## config.mk

```make
export PLATFORM = sky130hd
export DESIGN_NAME = serial_irq_logic
export DESIGN_NICKNAME = d
export VERILOG_FILES = /design/src/serial_irq_pkg.sv /design/src/flag_bus_if.sv /design/src/serial_irq_logic.sv /design/src/event_flag.sv /design/src/irq_merge.sv
export VERILOG_INCLUDE_DIRS = /design/src
export SDC_FILE = /design/constraint.sdc
export NUM_CORES = 1
export LEC_CHECK = 0
export BUFFER_PORTS_ARGS = -buffer_cell sky130_fd_sc_hd__buf_2
export CAP_MARGIN = 10
export CORE_ASPECT_RATIO = 1.4
export CORE_MARGIN = 10
export CORE_UTILIZATION = 40
export CTS_CLUSTER_DIAMETER = 60
export DETAILED_ROUTE_END_ITERATION = 7
export GPL_TIMING_DRIVEN = 0
export PLACE_DENSITY_LB_ADDON = 0.12
export SYNTH_ARGS = -nofsm -noshare
export SYNTH_HDL_FRONTEND = slang
export SYNTH_SLANG_ARGS = --single-unit
```

## constraint.sdc

```tcl
create_clock -name clock -period 2.04 [get_ports clock]
set_input_delay 0.102 -clock clock [delete_from_list [all_inputs] [get_ports clock]]
set_output_delay 0.102 -clock clock [all_outputs]
set_load 0.05 [all_outputs]
```

## src/serial_irq_consts.svh

```systemverilog
// offsets, field positions, reset values and masks of the serial event and interrupt logic
`ifndef SERIAL_IRQ_CONSTS_SVH
`define SERIAL_IRQ_CONSTS_SVH

// ==========================================================
// register offsets (byte addresses)
`define OFS_CTRL_ONE 8'h00
`define OFS_CTRL_THREE 8'h08
`define OFS_REQUEST 8'h18
`define OFS_STATUS 8'h1c
`define OFS_CLEAR 8'h20
`define OFS_RX_DATA 8'h24
`define OFS_TX_DATA 8'h28

// ==========================================================
// reset values and write masks
`define CTRL_ONE_RESET 32'h0000_0000
`define CTRL_THREE_RESET 16'h0000
`define CTRL_ONE_LOCKED 32'h33ff_9e00
`define SW_CLEAR_MASK 22'h00_ff5f
`define WAKE_CAPABLE 22'h3e_8020

// ==========================================================
// flag positions in the status and clear registers
`define FLAG_COUNT 22
`define F_PARITY 0
`define F_FRAMING 1
`define F_NOISE 2
`define F_OVERRUN 3
`define F_IDLE 4
`define F_RX_READY 5
`define F_DONE 6
`define F_TX_EMPTY 7
`define F_BREAK 8
`define F_CTS 9
`define F_TIMEOUT 10
`define F_BLOCK_END 11
`define F_UNDERRUN 12
`define F_MATCH 13
`define F_GUARD 14
`define F_WAKEUP 15
`define F_TXQ_SPACE 16
`define F_TXQ_EMPTY 17
`define F_TXQ_LEVEL 18
`define F_RXQ_NONEMPTY 19
`define F_RXQ_FULL 20
`define F_RXQ_LEVEL 21

// ==========================================================
// control field positions
`define C1_ENABLE 0
`define C1_LOWPOWER 1
`define C1_IDLE_EN 4
`define C1_RX_EN 5
`define C1_DONE_EN 6
`define C1_TX_EN 7
`define C1_PARITY_EN 8
`define C1_MATCH_EN 14
`define C1_TIMEOUT_EN 26
`define C1_BLOCK_EN 27
`define C1_QUEUE_MODE 29
`define C1_TXQ_EMPTY_EN 30
`define C1_RXQ_FULL_EN 31
`define C3_ERR_EN 0
`define C3_BREAK_EN 1
`define C3_CTS_EN 2
`define C3_GUARD_EN 3
`define C3_WAKEUP_EN 4
`define C3_TXQ_LEVEL_EN 5
`define C3_RXQ_LEVEL_EN 6
`define REQ_RX_FLUSH 3
`define REQ_TX_FLUSH 4
`define QUEUE_DEPTH 4'h8

`endif

```

## src/serial_irq_pkg.sv

```systemverilog
// types shared by the serial event and interrupt logic
package serial_irq_pkg;
    typedef logic [21:0] flag_vec_t;
    typedef logic [3:0] level_t;
    typedef enum {SEL_CTRL_ONE, SEL_CTRL_THREE, SEL_REQUEST, SEL_STATUS, SEL_CLEAR,
        SEL_RX_DATA, SEL_TX_DATA, SEL_NONE} reg_sel_t;
endpackage

```

## src/flag_bus_if.sv

```systemverilog
// flags and enables passed from the register side to the interrupt merge
`timescale 1ns/1ns
interface flag_bus_if;
    logic [21:0] flags;
    logic [21:0] enables;
    logic lowpower_en;
    logic stop_full_hit;
    logic serial_irq;
    logic wake_irq;
    modport source (output flags, enables, lowpower_en, stop_full_hit,
        input serial_irq, wake_irq);
    modport merge (input flags, enables, lowpower_en, stop_full_hit,
        output serial_irq, wake_irq);
endinterface

```

## src/serial_irq_logic.sv

```systemverilog
// event flags, interrupt enables and interrupt outputs of the serial port
//
// Our own choice: the strobed register port.
`timescale 1ns/1ns
`include "serial_irq_consts.svh"
module serial_irq_logic
(
    input wire logic clock,
    input wire logic reset,
    // register port
    input wire logic [7:0] address,
    input wire logic [31:0] write_data,
    input wire logic write_strobe,
    input wire logic read_strobe,
    output logic [31:0] read_data_q,
    // events from the transmitter, receiver and line logic, one-cycle pulses
    input wire logic tx_moved,
    input wire logic tx_done_evt,
    input wire logic guard_done_evt,
    input wire logic cts_change_evt,
    input wire logic rx_word_evt,
    input wire logic overrun_evt,
    input wire logic idle_evt,
    input wire logic parity_evt,
    input wire logic noise_evt,
    input wire logic framing_evt,
    input wire logic break_evt,
    input wire logic match_evt,
    input wire logic timeout_evt,
    input wire logic block_end_evt,
    input wire logic wakeup_evt,
    input wire logic underrun_evt,
    // queue fill levels and mode
    input wire logic [3:0] tx_queue_count,
    input wire logic [3:0] rx_queue_count,
    input wire logic stop_mode,
    input wire logic [8:0] rx_word,
    // toward the data path
    output logic [31:0] ctrl_one_q,
    output logic [15:0] ctrl_three_q,
    output logic [8:0] tx_word_q,
    output logic tx_write_pulse_q,
    output logic rx_read_pulse_q,
    output logic tx_flush_pulse_q,
    output logic rx_flush_pulse_q,
    // toward the interrupt and power controller
    output logic serial_irq,
    output logic wake_irq
);
    // ==========================================================
    // register port decode
    serial_irq_pkg::reg_sel_t sel;
    logic wr_ctrl_one;
    logic wr_ctrl_three;
    logic wr_request;
    logic wr_clear;
    logic wr_tx_data;
    logic rd_rx_data;
    logic tx_flush;
    logic rx_flush;

    // one address per register; anything else selects nothing
    // so unmapped reads return zero and unmapped writes fall away
    always_comb
    begin
        case (address)
            `OFS_CTRL_ONE: sel = serial_irq_pkg::SEL_CTRL_ONE;
            `OFS_CTRL_THREE: sel = serial_irq_pkg::SEL_CTRL_THREE;
            `OFS_REQUEST: sel = serial_irq_pkg::SEL_REQUEST;
            `OFS_STATUS: sel = serial_irq_pkg::SEL_STATUS;
            `OFS_CLEAR: sel = serial_irq_pkg::SEL_CLEAR;
            `OFS_RX_DATA: sel = serial_irq_pkg::SEL_RX_DATA;
            `OFS_TX_DATA: sel = serial_irq_pkg::SEL_TX_DATA;
            default: sel = serial_irq_pkg::SEL_NONE;
        endcase
    end

    // write and read side effects of the current strobe
    assign wr_ctrl_one = write_strobe && (sel == serial_irq_pkg::SEL_CTRL_ONE);
    assign wr_ctrl_three = write_strobe && (sel == serial_irq_pkg::SEL_CTRL_THREE);
    assign wr_request = write_strobe && (sel == serial_irq_pkg::SEL_REQUEST);
    assign wr_clear = write_strobe && (sel == serial_irq_pkg::SEL_CLEAR);
    assign wr_tx_data = write_strobe && (sel == serial_irq_pkg::SEL_TX_DATA);
    assign rd_rx_data = read_strobe && (sel == serial_irq_pkg::SEL_RX_DATA);
    assign tx_flush = wr_request && write_data[`REQ_TX_FLUSH];
    assign rx_flush = wr_request && write_data[`REQ_RX_FLUSH];

    // ==========================================================
    // control registers
    logic port_on;
    logic queue_on;
    logic [31:0] locked;

    assign port_on = ctrl_one_q[`C1_ENABLE];
    assign queue_on = ctrl_one_q[`C1_QUEUE_MODE];
    assign locked = `CTRL_ONE_LOCKED;

    // framing and queue-mode fields only change while the port is off,
    // so the data path never sees its format switch mid-character;
    // the enable bit stays writable so the port can always be stopped
    always_ff @(posedge clock)
    begin
        if (reset)
            ctrl_one_q <= `CTRL_ONE_RESET;
        else if (wr_ctrl_one && port_on)
            ctrl_one_q <= (ctrl_one_q & locked) | (write_data & ~locked);
        else if (wr_ctrl_one)
            ctrl_one_q <= write_data;
    end

    // enables and thresholds of the events without room in the first register
    always_ff @(posedge clock)
    begin
        if (reset)
            ctrl_three_q <= `CTRL_THREE_RESET;
        else if (wr_ctrl_three)
            ctrl_three_q <= write_data[15:0];
    end

    // ==========================================================
    // strobes toward the data path, registered so the outputs come from flops
    // they arrive one cycle after the bus strobe
    always_ff @(posedge clock)
    begin
        if (reset)
        begin
            tx_write_pulse_q <= 1'b0;
            rx_read_pulse_q <= 1'b0;
            tx_flush_pulse_q <= 1'b0;
            rx_flush_pulse_q <= 1'b0;
        end
        else
        begin
            tx_write_pulse_q <= wr_tx_data;
            rx_read_pulse_q <= rd_rx_data;
            tx_flush_pulse_q <= tx_flush;
            rx_flush_pulse_q <= rx_flush;
        end
    end

    // transmit word held for the shifter
    always_ff @(posedge clock)
    begin
        if (reset)
            tx_word_q <= 9'h000;
        else if (wr_tx_data)
            tx_word_q <= write_data[8:0];
    end

    // ==========================================================
    // flag set and clear terms
    serial_irq_pkg::flag_vec_t set_v;
    serial_irq_pkg::flag_vec_t clr_v;
    serial_irq_pkg::flag_vec_t flag_v;
    serial_irq_pkg::flag_vec_t sw_mask;
    serial_irq_pkg::level_t tx_thresh;
    serial_irq_pkg::level_t rx_thresh;
    logic tx_full;
    logic rx_full;

    assign sw_mask = `SW_CLEAR_MASK;
    assign tx_thresh = ctrl_three_q[11:8];
    assign rx_thresh = ctrl_three_q[15:12];
    assign tx_full = (tx_queue_count == `QUEUE_DEPTH);
    assign rx_full = (rx_queue_count == `QUEUE_DEPTH);

    // events set flags only while the port runs; queue flags only in queue mode
    always_comb
    begin
        set_v = '0;
        set_v[`F_PARITY] = parity_evt;
        set_v[`F_FRAMING] = framing_evt;
        set_v[`F_NOISE] = noise_evt;
        set_v[`F_OVERRUN] = overrun_evt;
        set_v[`F_IDLE] = idle_evt;
        set_v[`F_RX_READY] = rx_word_evt;
        set_v[`F_DONE] = tx_done_evt;
        set_v[`F_TX_EMPTY] = tx_moved;
        set_v[`F_BREAK] = break_evt;
        set_v[`F_CTS] = cts_change_evt;
        set_v[`F_TIMEOUT] = timeout_evt;
        set_v[`F_BLOCK_END] = block_end_evt;
        set_v[`F_UNDERRUN] = underrun_evt;
        set_v[`F_MATCH] = match_evt;
        set_v[`F_GUARD] = guard_done_evt;
        set_v[`F_WAKEUP] = wakeup_evt;
        set_v[`F_TXQ_SPACE] = queue_on && !tx_full;
        set_v[`F_TXQ_EMPTY] = queue_on && (tx_queue_count == 4'h0);
        set_v[`F_TXQ_LEVEL] = queue_on && (tx_queue_count >= tx_thresh);
        set_v[`F_RXQ_NONEMPTY] = queue_on && (rx_queue_count != 4'h0);
        // the last word sits in the data register, so the queue plus it is depth plus one
        set_v[`F_RXQ_FULL] = queue_on && rx_full && !stop_mode && flag_v[`F_RX_READY];
        set_v[`F_RXQ_LEVEL] = queue_on && (rx_queue_count >= rx_thresh);
        // a stopped port must not set what it is clearing
        set_v = set_v & {`FLAG_COUNT{port_on}};
    end

    // clears from software, from the data registers and from the queue levels
    always_comb
    begin
        clr_v = '0;
        if (wr_clear)
            clr_v = write_data[21:0] & sw_mask;
        clr_v[`F_TX_EMPTY] = wr_tx_data;
        clr_v[`F_DONE] = clr_v[`F_DONE] | wr_tx_data;
        clr_v[`F_GUARD] = clr_v[`F_GUARD] | wr_tx_data;
        clr_v[`F_RX_READY] = rd_rx_data | rx_flush;
        clr_v[`F_TXQ_SPACE] = tx_full || !queue_on;
        clr_v[`F_TXQ_EMPTY] = (tx_queue_count != 4'h0) || tx_flush || !queue_on;
        clr_v[`F_TXQ_LEVEL] = (tx_queue_count < tx_thresh) || !queue_on;
        clr_v[`F_RXQ_NONEMPTY] = (rx_queue_count == 4'h0) || rx_flush || !queue_on;
        clr_v[`F_RXQ_FULL] = !rx_full || !queue_on;
        clr_v[`F_RXQ_LEVEL] = (rx_queue_count < rx_thresh) || !queue_on;
        // a stopped port drops every flag but keeps its configuration
        if (!port_on)
            clr_v = '1;
    end

    // ==========================================================
    // the flags themselves, one sticky cell each
    // one cell type keeps set-beats-clear in a single place
    genvar i;
    generate
        for (i = 0; i < `FLAG_COUNT; i = i + 1)
        begin : g_flag
            event_flag #(
                .RESET_VALUE(1'b0)
            ) u_flag (
                .clock(clock),
                .reset(reset),
                .set(set_v[i]),
                .clear(clr_v[i]),
                .flag_q(flag_v[i])
            );
        end
    endgenerate

    // ==========================================================
    // enables per flag
    serial_irq_pkg::flag_vec_t en_v;
    logic err_en;

    assign err_en = ctrl_three_q[`C3_ERR_EN];

    // the first register keeps one layout in both queue modes, so a shared bit
    // enables the data-register flag and its queue counterpart together;
    // overrun also rides on the receive enable
    always_comb
    begin
        en_v = '0;
        en_v[`F_PARITY] = ctrl_one_q[`C1_PARITY_EN];
        en_v[`F_FRAMING] = err_en;
        en_v[`F_NOISE] = err_en;
        en_v[`F_OVERRUN] = ctrl_one_q[`C1_RX_EN] | err_en;
        en_v[`F_IDLE] = ctrl_one_q[`C1_IDLE_EN];
        en_v[`F_RX_READY] = ctrl_one_q[`C1_RX_EN];
        en_v[`F_DONE] = ctrl_one_q[`C1_DONE_EN];
        en_v[`F_TX_EMPTY] = ctrl_one_q[`C1_TX_EN];
        en_v[`F_BREAK] = ctrl_three_q[`C3_BREAK_EN];
        en_v[`F_CTS] = ctrl_three_q[`C3_CTS_EN];
        en_v[`F_TIMEOUT] = ctrl_one_q[`C1_TIMEOUT_EN];
        en_v[`F_BLOCK_END] = ctrl_one_q[`C1_BLOCK_EN];
        en_v[`F_UNDERRUN] = err_en;
        en_v[`F_MATCH] = ctrl_one_q[`C1_MATCH_EN];
        en_v[`F_GUARD] = ctrl_three_q[`C3_GUARD_EN];
        en_v[`F_WAKEUP] = ctrl_three_q[`C3_WAKEUP_EN];
        en_v[`F_TXQ_SPACE] = ctrl_one_q[`C1_TX_EN];
        en_v[`F_TXQ_EMPTY] = ctrl_one_q[`C1_TXQ_EMPTY_EN];
        en_v[`F_TXQ_LEVEL] = ctrl_three_q[`C3_TXQ_LEVEL_EN];
        en_v[`F_RXQ_NONEMPTY] = ctrl_one_q[`C1_RX_EN];
        en_v[`F_RXQ_FULL] = ctrl_one_q[`C1_RXQ_FULL_EN];
        en_v[`F_RXQ_LEVEL] = ctrl_three_q[`C3_RXQ_LEVEL_EN];
    end

    // ==========================================================
    // interrupt merge
    flag_bus_if fbus ();
    logic stop_hit;

    // in stop mode the data register is not clocked: a full queue alone
    // raises the full interrupt, and the flag stays clear
    // limitation: the line drops once the queue is no longer full
    assign stop_hit = port_on && queue_on && stop_mode && rx_full
        && ctrl_one_q[`C1_RXQ_FULL_EN];
    assign fbus.flags = flag_v;
    assign fbus.enables = en_v;
    assign fbus.lowpower_en = ctrl_one_q[`C1_LOWPOWER];
    assign fbus.stop_full_hit = stop_hit;

    irq_merge u_merge (
        .clock(clock),
        .reset(reset),
        .bus(fbus.merge)
    );

    // both lines come straight from the merge flip-flops
    assign serial_irq = fbus.serial_irq;
    assign wake_irq = fbus.wake_irq;

    // ==========================================================
    // read data, valid in the cycle after the read strobe only
    // zero otherwise, so stale data never looks fresh
    always_ff @(posedge clock)
    begin
        if (reset)
            read_data_q <= 32'h0000_0000;
        else if (read_strobe)
        begin
            case (sel)
                serial_irq_pkg::SEL_CTRL_ONE: read_data_q <= ctrl_one_q;
                serial_irq_pkg::SEL_CTRL_THREE: read_data_q <= {16'h0000, ctrl_three_q};
                serial_irq_pkg::SEL_STATUS: read_data_q <= {10'h000, flag_v};
                serial_irq_pkg::SEL_RX_DATA: read_data_q <= {23'h00_0000, rx_word};
                default: read_data_q <= 32'h0000_0000;
            endcase
        end
        else
            read_data_q <= 32'h0000_0000;
    end
endmodule

```

## src/event_flag.sv

```systemverilog
// one sticky event flag where a set beats a clear in the same cycle
`timescale 1ns/1ns
module event_flag
#(
    parameter logic RESET_VALUE = 1'b0
)
(
    input wire logic clock,
    input wire logic reset,
    input wire logic set,
    input wire logic clear,
    output logic flag_q
);
    // set first, so an event in the clearing cycle is kept
    always_ff @(posedge clock)
    begin
        if (reset)
            flag_q <= RESET_VALUE;
        else if (set)
            flag_q <= 1'b1;
        else if (clear)
            flag_q <= 1'b0;
    end
endmodule

```

## src/irq_merge.sv

```systemverilog
// gates the flags with their enables onto the two registered interrupt lines
`timescale 1ns/1ns
`include "serial_irq_consts.svh"
module irq_merge
(
    input wire logic clock,
    input wire logic reset,
    flag_bus_if.merge bus
);
    logic [21:0] live;
    logic [21:0] wake_mask;

    // a flag counts only while its enable is set
    assign live = bus.flags & bus.enables;
    assign wake_mask = `WAKE_CAPABLE;

    // general line stays up while any enabled flag stays set
    always_ff @(posedge clock)
    begin
        if (reset)
            bus.serial_irq <= 1'b0;
        else
            bus.serial_irq <= (|live) | bus.stop_full_hit;
    end

    // wake line only from the wake-capable subset, and only when low power wake is on
    always_ff @(posedge clock)
    begin
        if (reset)
            bus.wake_irq <= 1'b0;
        else
            bus.wake_irq <= bus.lowpower_en & ((|(live & wake_mask)) | bus.stop_full_hit);
    end
endmodule

```

**After elaboration in Yosys (flattened, before gate mapping)**

Index checks and enable logic that the tools add are counted.

- Register bits after elaboration: 117
- Logic and storage cells: 179
- Output and inout bits: 95
- Input bits: 78

- Bitwise logic cells: 11
- Muxes and demuxes: 50
- Eq/ne operators: 16
- Reduce and logical (&&, ||, !) cells: 66
- Magnitude comparators: 4

Operators by type and width:

| kind | count |
|---|---|
| $pmux 32 s4 | 1 |
| $eq 32x4->1 const B | 3 |
| $eq 32x2->1 const B | 2 |
| $eq 32x3->1 const B | 2 |
| $logic_not 32->1 | 2 |
| $mux 32 | 2 |
| $reduce_bool 2->1 | 23 |
| $and 22x22->22 | 2 |
| $mux 1 | 44 |
| $eq 32x1->1 const B | 1 |
| $or 30x32->32 | 1 |
| $eq 8x6->1 const B | 3 |
| $mux 22 | 1 |
| $reduce_or 22->1 | 1 |
| $logic_and 1x1->1 | 21 |
| $pmux 3 s7 | 1 |
| $eq 8x5->1 const B | 2 |
| $mux 16 | 1 |
| $eq 4x4->1 const B | 2 |
| $eq 8x4->1 const B | 1 |
| $ge 4x4->1 | 2 |
| $logic_not 4->1 | 2 |
| $logic_not 8->1 | 1 |
| $logic_or 1x1->1 | 8 |
| 8 further kinds | 18 |

**Longest topological paths before layout**

Gate-level depths: netlist (run 1).

- Depth after elaboration: 10
- Gate-level depth with buffers: 7
- Depth with buffers taken out: 6

**Cells and area by module**

From an unflattened synthesis (run 1), not the netlist that was laid out.

- Cell total of the unflattened synthesis: 579
- Area, all modules: 5,205.0 µm²

By module, submodules not included:

| module | cells an instance | sequential area each (µm²) | area an instance (µm²) | times used |
|---|---|---|---|---|
| serial_irq_logic | 474 | 1,861.8 | 4,180.3 | 1 |
| event_flag | 4 | 20.0 | 38.8 | 22 |
| irq_merge | 17 | 40.0 | 171.4 | 1 |

**Least setup slack after synthesis (run 1)**

OpenSTA, ideal clock, no wires.

- Kind: flip-flop to flip-flop
- From: reg ctrl_three_q[8]
- To: reg g_flag[18].u_flag.flag_q
- Cell stages (with the launch flop): 6
- Arrival time: 1.535 ns
- Path slack: 0.380 ns
- Period minus slack after synthesis: 1.660 ns
- Required time: 1.915 ns
- Setup time: 0.125 ns
- Buffers on the path: 0
- Cells stage by stage: dfxtp_1 > ha_1 > nand2b_1 > a21o_1 > a211oi_1 > nor3_1

- Longest elaborated chain between the ends: 4
- Elaborated cells between the ends (all ways): 8
- Those cells by class: 2 x order compare; 2 x mux; 1 x bitwise; 3 x reduce/logical

Ends and longest elaborated chain:

| element | RTL line | text |
|---|---|---|
| from (decl) | serial_irq_logic.sv:40 | `output logic [15:0] ctrl_three_q,` |
| from (signal assigned) | serial_irq_logic.sv:115 | `` ctrl_three_q <= `CTRL_THREE_RESET; `` |
| from (signal assigned) | serial_irq_logic.sv:117 | `ctrl_three_q <= write_data[15:0];` |
| $ge 4x4->1 or $lt 4x4->1 (tied branches) | serial_irq_logic.sv:189, serial_irq_logic.sv:210 |  |
| $logic_and 1x1->1 or $logic_or 1x1->1 (tied branches) | serial_irq_logic.sv:189, serial_irq_logic.sv:210 |  |
| $and 22x22->22 or $mux 22 (tied branches) | serial_irq_logic.sv:195, serial_irq_logic.sv:215 |  |
| $mux 1 or $reduce_bool 2->1 (tied branches) | - |  |
| to (signal assigned) | event_flag.sv:18 | `flag_q <= RESET_VALUE;` |
| to (signal assigned) | event_flag.sv:20 | `flag_q <= 1'b1;` |
| to (signal assigned) | event_flag.sv:22 | `flag_q <= 1'b0;` |
| to (decl) | event_flag.sv:12 | `output logic flag_q` |

Parallel ways exist; a longest one is shown, timed or not.
A chain may end at the register's enable or synchronous reset.

**Worst setup path in the final report (run 1)**

- From: reg ctrl_three_q[5]
- To: reg u_merge.bus.serial_irq

- Longest elaborated chain between the ends: 3

Ends and longest elaborated chain:

| element | RTL line | text |
|---|---|---|
| $and 22x22->22 | irq_merge.sv:14 | `assign live = bus.flags & bus.enables;` |
| $reduce_or 22->1 | irq_merge.sv:23 | `bus.serial_irq <= (\|live) \| bus.stop_full_hit;` |
| $or 1x1->1 | irq_merge.sv:23 |  |
| to (signal assigned) | irq_merge.sv:23 |  |
| to (decl) | flag_bus_if.sv:13 | `output serial_irq, wake_irq);` |

Every way passes these cells.

==> run_results.csv, run 1 <==
group,metric,value,unit
run_status,status,"finished clean",
grt,grt_max_degree,17,
final_layout,syn_to_final_growth,47.3,%
clock_tree,htreeDepth,4,
synthesis,synth_seq_cells,117,
synthesis,synth_cells,533,
worst_hold_path,min_from,"write_data[3]",
floorplanning,initial_utilization,41.2,%
timing,hold_viol_final,0,
worst_setup_path,critPathKind,"reg2reg",
detailed_routing,vias,4796,
synthesis,ys_warn_count,0,
floorplanning,die-height,148,µm
final_layout,multi_input_area,0.00210,mm²
placed_design,place_congestion,0.939,
timing,rsz0062_at_grt,"false",
synthesis,netlist_area,0.00470,mm²
worst_setup_path,cp-endpoint,"u_merge.bus.serial_irq",
placed_design,dp_hpwl,13400,µm
floorplanning,die_area,0.0165,mm²
synthesis,ys.flop_type,"dfxtp_1",
run,max-cap-violations,0,
detailed_routing,wirelength,17600,µm
final_layout,post-route-util,60.8,%
synthesis,synth_edf_count,0,
clock_tree,worstSkewPairLatency,410,ps
clock_tree,cts_inserted_buffers,17,
floorplanning,core-area,0.0114,mm²
detailed_routing,drt_iter0_markers,301,
power_and_ir_drop,powerDensity,859,mW/mm²
timing,min_period,1590,ps
detailed_routing,drt_first_pass_iters,5,
timing,setup_viol,0,
worst_setup_path,critPathArrivalTime,1860,ps
grt,grt_overflow_total,0,
worst_setup_path,startpoint_type,"flop",
floorplanning,fp-row-count,46,
clock_tree,cts_buffer_depth,2,
clock_tree,clk_pin_slew,50,ps
detailed_routing,antenna_left,0,
power_and_ir_drop,cellLeakagePower,3.06,nW
grt,grt_pass1_vias,5077,
timing,slew_headroom,59.0,%
timing,finClkSkew,7.21,ps
grt,antenna_found_initial,0,
clock_tree,root_buffer,"clkbuf_16",
worst_hold_path,hold_path.class,"in2reg",
timing,slew_violations,0,
synthesis,ys_seq_area_share,49.8,%
floorplanning,io_pins,173,
clock_tree,clock_sinks,117,
synthesis,ys_types,42,
placed_design,portBuffers,171,
timing,layout_worst_path_cycle_share,77.8,%
timing,fmax,630,MHz
timing,tightest_slew,615,ps
worst_setup_path,worstPathRequired,2320,ps
clock_tree,cts_tree,"yes",
power_and_ir_drop,irDropWorstVdd,0.615,mV
timing,hold_ws,13.7,ps
worst_setup_path,timing.rr.end,"u_merge.bus.serial_irq",
detailed_routing,drc_errors,0,
grt,groute.usage.overall,20.9,%
detailed_routing,routed_via_density,5.15,
power_and_ir_drop,power,5.95,mW
synthesis,syn_nets,619,
worst_setup_path,crit_start,"ctrl_three_q[5]",
synthesis,avgSynthCellArea,8.82,µm²
worst_setup_path,r2r_cells,4,
worst_setup_path,rrSetupSlack,450,ps
detailed_routing,wl_per_cell,18.9,µm
worst_setup_path,worstPathMaxFanout,4,
timing,setup-tns-final,0,ps
worst_setup_path,cp-end-kind,"flop",
final_layout,drive_gt1_share,31.5,%
worst_setup_path,r2r-start,"ctrl_three_q[5]",
synthesis,async_flop_share,0,%
final_layout,antenna_cells,0,
final_layout,fillerInstances,1011,
grt,grt_pass1_wl,27400,µm
final_layout,nets,861,
floorplanning,die_x,112,µm
final_layout,seqCellArea,0.00234,mm²
## per-layer routing
metal	part of all wire (%)	wire length, µm	global-route usage, %
met3	7.1	1250	6.64
met4	3.3	580	11.7
met1	39	6840	21.7
met5	0	0	0
met2	51	8910	36.5
## area by class of cell
class | count | area share, %
plain buffers | 37 | 3.04
clock buffers | 23 | 7.19
well taps | 144 | 2.60
repair buffers | 223 | 19.9
flip-flops and latches | 117 | 33.8
clock inverters | 9 | 2.46
multi-input cells | 367 | 30.4
inverters | 12 | 0.651
## synth_stat cells (3+ instances only)
cell type	number	area [µm²]
inv_1	12	45.0
nand3_1	5	25.0
nand2b_1	3	18.8
nor3_1	4	20.0
and3_1	3	18.8
o21ai_0	5	25.0
mux2i_1	9	90.1
clkbuf_1	10	37.5
nand4_1	17	106
nand2_1	105	394
nor2_1	49	184
nor2b_1	3	18.8
a21oi_2	7	61.3
a22o_1	9	78.8
a22oi_1	26	195
and2_1	11	68.8
mux2_2	7	78.8
buf_4	11	82.6
a21oi_1	68	340
dfxtp_1	117	2340
ha_1	8	100
nor3b_1	5	37.5
buf_2	12	60.1
## registers in the layout, summed over array words and instances, names as in the netlist, 9 cells and up
register	count
ctrl_one_q	32
read_data_q	32
g_flag.u_flag.flag_q	22
ctrl_three_q	16
tx_word_q	9
## report_power, final
| part | switching, mW | internal (mW) | total (mW) |
|---|---|---|---|
| clock | 1.03 | 2.32 | 3.35 |
| sequential | 0.00151 | 2.29 | 2.29 |
| combinational | 0.153 | 0.157 | 0.310 |
| total | 1.18 | 4.77 | 5.95 |
## worst min-delay path by stage
stage	endpoint	slack, ps	cells after the start
after floorplan	g_flag[17].u_flag.flag_q	180	1
after global placement	g_flag[17].u_flag.flag_q	300	2
after detailed placement	g_flag[17].u_flag.flag_q	310	2
after CTS	ctrl_one_q[3]	6	3
after global routing	ctrl_one_q[3]	10	3
final	ctrl_one_q[3]	10	3
## logic make-up (layout without fill, tap and decap cells)
kind of cell / count (synthesis) / count (layout) / share of synthesized area [%]
AOI/OAI and AO/OA: 124 / 124 / 16.5
adders and majority gates: 8 / 8 / 2.13
and+or+nand+nor: 219 / 219 / 22.6
muxes: 16 / 16 / 3.59
DFF: 117 / 117 / 49.8
buffers and inverters: 49 / 304 / 5.43
## critical path, stage by stage, from the launching register on
cell and delay [ps]:
dfxtp_1 360, a222oi_1 470, nand3_1 120, nor2_1 360, a21oi_1 130
## metrics by stage
step	setup WS, ps	cells	cell area [µm²]
after detailed placement	192	848	5740
after global routing	397	932	6920
final	454	932	6920
after CTS	492	932	6920
after floorplan	380	533	4700
after global placement	211	848	5740
## placed cells by master (no fill, tap or decap), types with 3 or more instances in the layout
| master | synthesis | final |
|---|---|---|
| clkbuf_16 | 0 | 17 |
| nand2_1 | 105 | 105 |
| mux2i_1 | 9 | 9 |
| buf_4 | 11 | 11 |
| nor3_1 | 4 | 4 |
| a22oi_1 | 26 | 26 |
| mux2_2 | 7 | 7 |
| nand2b_1 | 3 | 3 |
| a21oi_2 | 7 | 7 |
| clkbuf_1 | 10 | 11 |
| clkinv_2 | 0 | 4 |
| nand4_1 | 17 | 17 |
| a22o_1 | 9 | 9 |
| buf_2 | 12 | 183 |
| and3_1 | 3 | 3 |
| bufinv_16 | 0 | 5 |
| and2_1 | 11 | 11 |
| a21oi_1 | 68 | 68 |
| nor2b_1 | 3 | 3 |
| nor2_1 | 49 | 49 |
| nor3b_1 | 5 | 5 |
| inv_1 | 12 | 12 |
| nand3_1 | 5 | 5 |
| ha_1 | 8 | 8 |
| dlygate4sd3_1 | 0 | 52 |
| o21ai_0 | 5 | 5 |
| clkbuf_8 | 0 | 5 |
| dfxtp_1 | 117 | 117 |
## repair_timing
action                                 4_1_cts  5_1_grt
setup buffers                                0        0
gates resized for setup                      0        0
endpoints found under the hold margin       69        0
hold buffers                                52        0
Power figures use the tool's default switching activity.
==> run 2: changes to the inputs <==
- clock period: 2.04 -> 1.6 ns (I/O delays scaled with it)
==> run 2 against run 1 <==
Effect of this change:
- sequential share of layout area is 0.43 points higher
- die area stayed put
- setup slack worse by 390 ps
- non-clock buffer count is 3 higher
- first-iteration DRC count is 6.6% lower
- critical path type unchanged
==> run_results.csv, run 2 (synthesis gave the netlist of run 1 again) <==
group,metric,value,unit
final_layout,post-route-util,60.1,%
grt,grt_pass1_vias,5007,
clock_tree,post_cts_buffers,0,
placed_design,place_congestion,0.939,
detailed_routing,drc_errors,0,
timing,slew_headroom,60.6,%
clock_tree,cts_tree,"yes",
timing,fmax,650,MHz
worst_setup_path,critPathKind,"reg2reg",
grt,antenna_found_initial,1,
grt,grt_overflow_total,0,
worst_setup_path,startpoint_type,"flop",
clock_tree,htreeDepth,4,
floorplanning,fp-row-count,46,
run,max-cap-violations,0,
detailed_routing,antenna_left,0,
timing,tightest_slew,591,ps
timing,setup-tns-final,0,ps
clock_tree,clock_sinks,117,
final_layout,finalNonFillerCells,935,
final_layout,layout_common_cells,"buf_2 (183), dfxtp_1 (115), nand2_1 (105)",
worst_setup_path,worstPathMaxFanout,4,
floorplanning,initial_utilization,41.2,%
timing,min_period,1540,ps
detailed_routing,drt_iter0_markers,281,
placed_design,portBuffers,171,
detailed_routing,wl_per_cell,18.6,µm
timing,setup_viol,0,
grt,groute.usage.overall,20.6,%
timing,rsz0062_at_grt,"false",
grt,grt_pass1_wl,27000,µm
power_and_ir_drop,powerDensity,999,mW/mm²
placed_design,dp.cells,848,
placed_design,dp_hpwl,13300,µm
final_layout,syn_to_final_growth,45.7,%
worst_setup_path,cp-end-kind,"flop",
floorplanning,die_x,112,µm
final_layout,fillerInstances,1007,
final_layout,drive_gt1_share,31.1,%
worst_setup_path,worstPathRequired,1870,ps
clock_tree,cts_buffer_depth,2,
floorplanning,die-height,148,µm
run_status,status,"finished clean",
timing,slew_violations,0,
clock_tree,clk_pin_slew,50,ps
detailed_routing,wirelength,17300,µm
grt,grt_max_degree,17,
power_and_ir_drop,irDropWorstVdd,0.736,mV
detailed_routing,routed_via_density,5.16,
worst_setup_path,crit_chain,"a222oi_1 > nand3_1 > nor2_1 > a21oi_1",
clock_tree,worstSkewPairLatency,410,ps
worst_setup_path,critPathArrivalTime,1810,ps
timing,finClkSkew,7.83,ps
worst_setup_path,slowest_delay,430,ps
worst_setup_path,cp_slowest_cell,"a222oi_1",
final_layout,reg_top3,"ctrl_one_q x32, read_data_q x32, g_flag.u_flag.flag_q x22",
clock_tree,cts_inserted_buffers,17,
floorplanning,die_area,0.0165,mm²
timing,hold_viol_final,0,
detailed_routing,drt_first_pass_iters,4,
detailed_routing,vias,4825,
clock_tree,root_buffer,"clkbuf_16",
timing,layout_worst_path_cycle_share,96.2,%
worst_hold_path,hold_path.class,"in2reg",
floorplanning,io_pins,173,
floorplanning,core-area,0.0114,mm²
power_and_ir_drop,cellLeakagePower,3.01,nW
final_layout,final_common_cell,"buf_2",
final_layout,nets,864,
## run 2: per-layer routing
| layer | vias up | track usage, % | share of wire (%) |
|---|---|---|---|
| met4 | 0 | 8.38 | 2.2 |
| met3 | 25 | 7.09 | 7.8 |
| met5 | - | 0 | 0 |
| li1 | 2345 | - | - |
| met2 | 204 | 36.7 | 52 |
| met1 | 2251 | 21.6 | 38 |
## run 2: path summary, 6_finish.rpt
path / start / end / slack [ps] / cells after the start
worst max register to register: ctrl_three_q[5] / u_merge.bus.serial_irq / 60 / 4
worst min-delay path: rx_queue_count[2] / g_flag[20].u_flag.flag_q / 10 / 3
worst min register to register: ctrl_one_q[24] / ctrl_one_q[24] / 460 / 2
worst max-delay path: ctrl_three_q[5] / u_merge.bus.serial_irq / 60 / 4
## run 2: final cells by class
type | count | area [µm²] | area share, %
clock buffers | 27 | 503 | 7.35
repair buffers | 226 | 1410 | 20.5
diodes | 1 | 2.50 | 0.0366
clock inverters | 4 | 45.0 | 0.658
flip-flops and latches | 117 | 2340 | 34.3
multi-input cells | 367 | 2110 | 30.8
well taps | 144 | 180 | 2.63
plain buffers | 37 | 211 | 3.09
inverters | 12 | 45.0 | 0.658
## run 2: timing repair
| action | in CTS | in global routing |
|---|---|---|
| hold buffers | 55 | 0 |
| endpoints found under the hold margin | 76 | 0 |
| resized for setup | 0 | 3 |
| endpoints found under the setup margin | 0 | 9 |
## run 2: power by group
group / internal, mW / leakage [nW] / total (mW) / switching, mW
logic: 0.205 / 1.80 / 0.400 / 0.195
clock network: 2.28 / 0.271 / 3.52 / 1.24
registers: 2.92 / 0.943 / 2.92 / 0.00190
total: 5.41 / 3.01 / 6.84 / 1.43
## run 2: critical path: cells and delay by family (launching register included)
| kind | cells | cell delay, ps |
|---|---|---|
| compound gates | 2 | 560 |
| flops | 1 | 360 |
| simple gates | 2 | 480 |
## run 2: through the flow
step | hold slack (ps) | setup slack, ps | instance area (µm²) | power, mW
2_1_floorplan | 156 | 39.6 | 4700 | 3.10
3_3_place_gp | 282 | -198 | 5740 | 3.27
3_5_place_dp | 288 | -219 | 5740 | 3.28
4_1_cts | 10.8 | 17.7 | 6840 | 6.87
5_1_grt | 31.1 | 33.7 | 6850 | 7.05
6_report | 12.8 | 60.6 | 6850 | 6.84
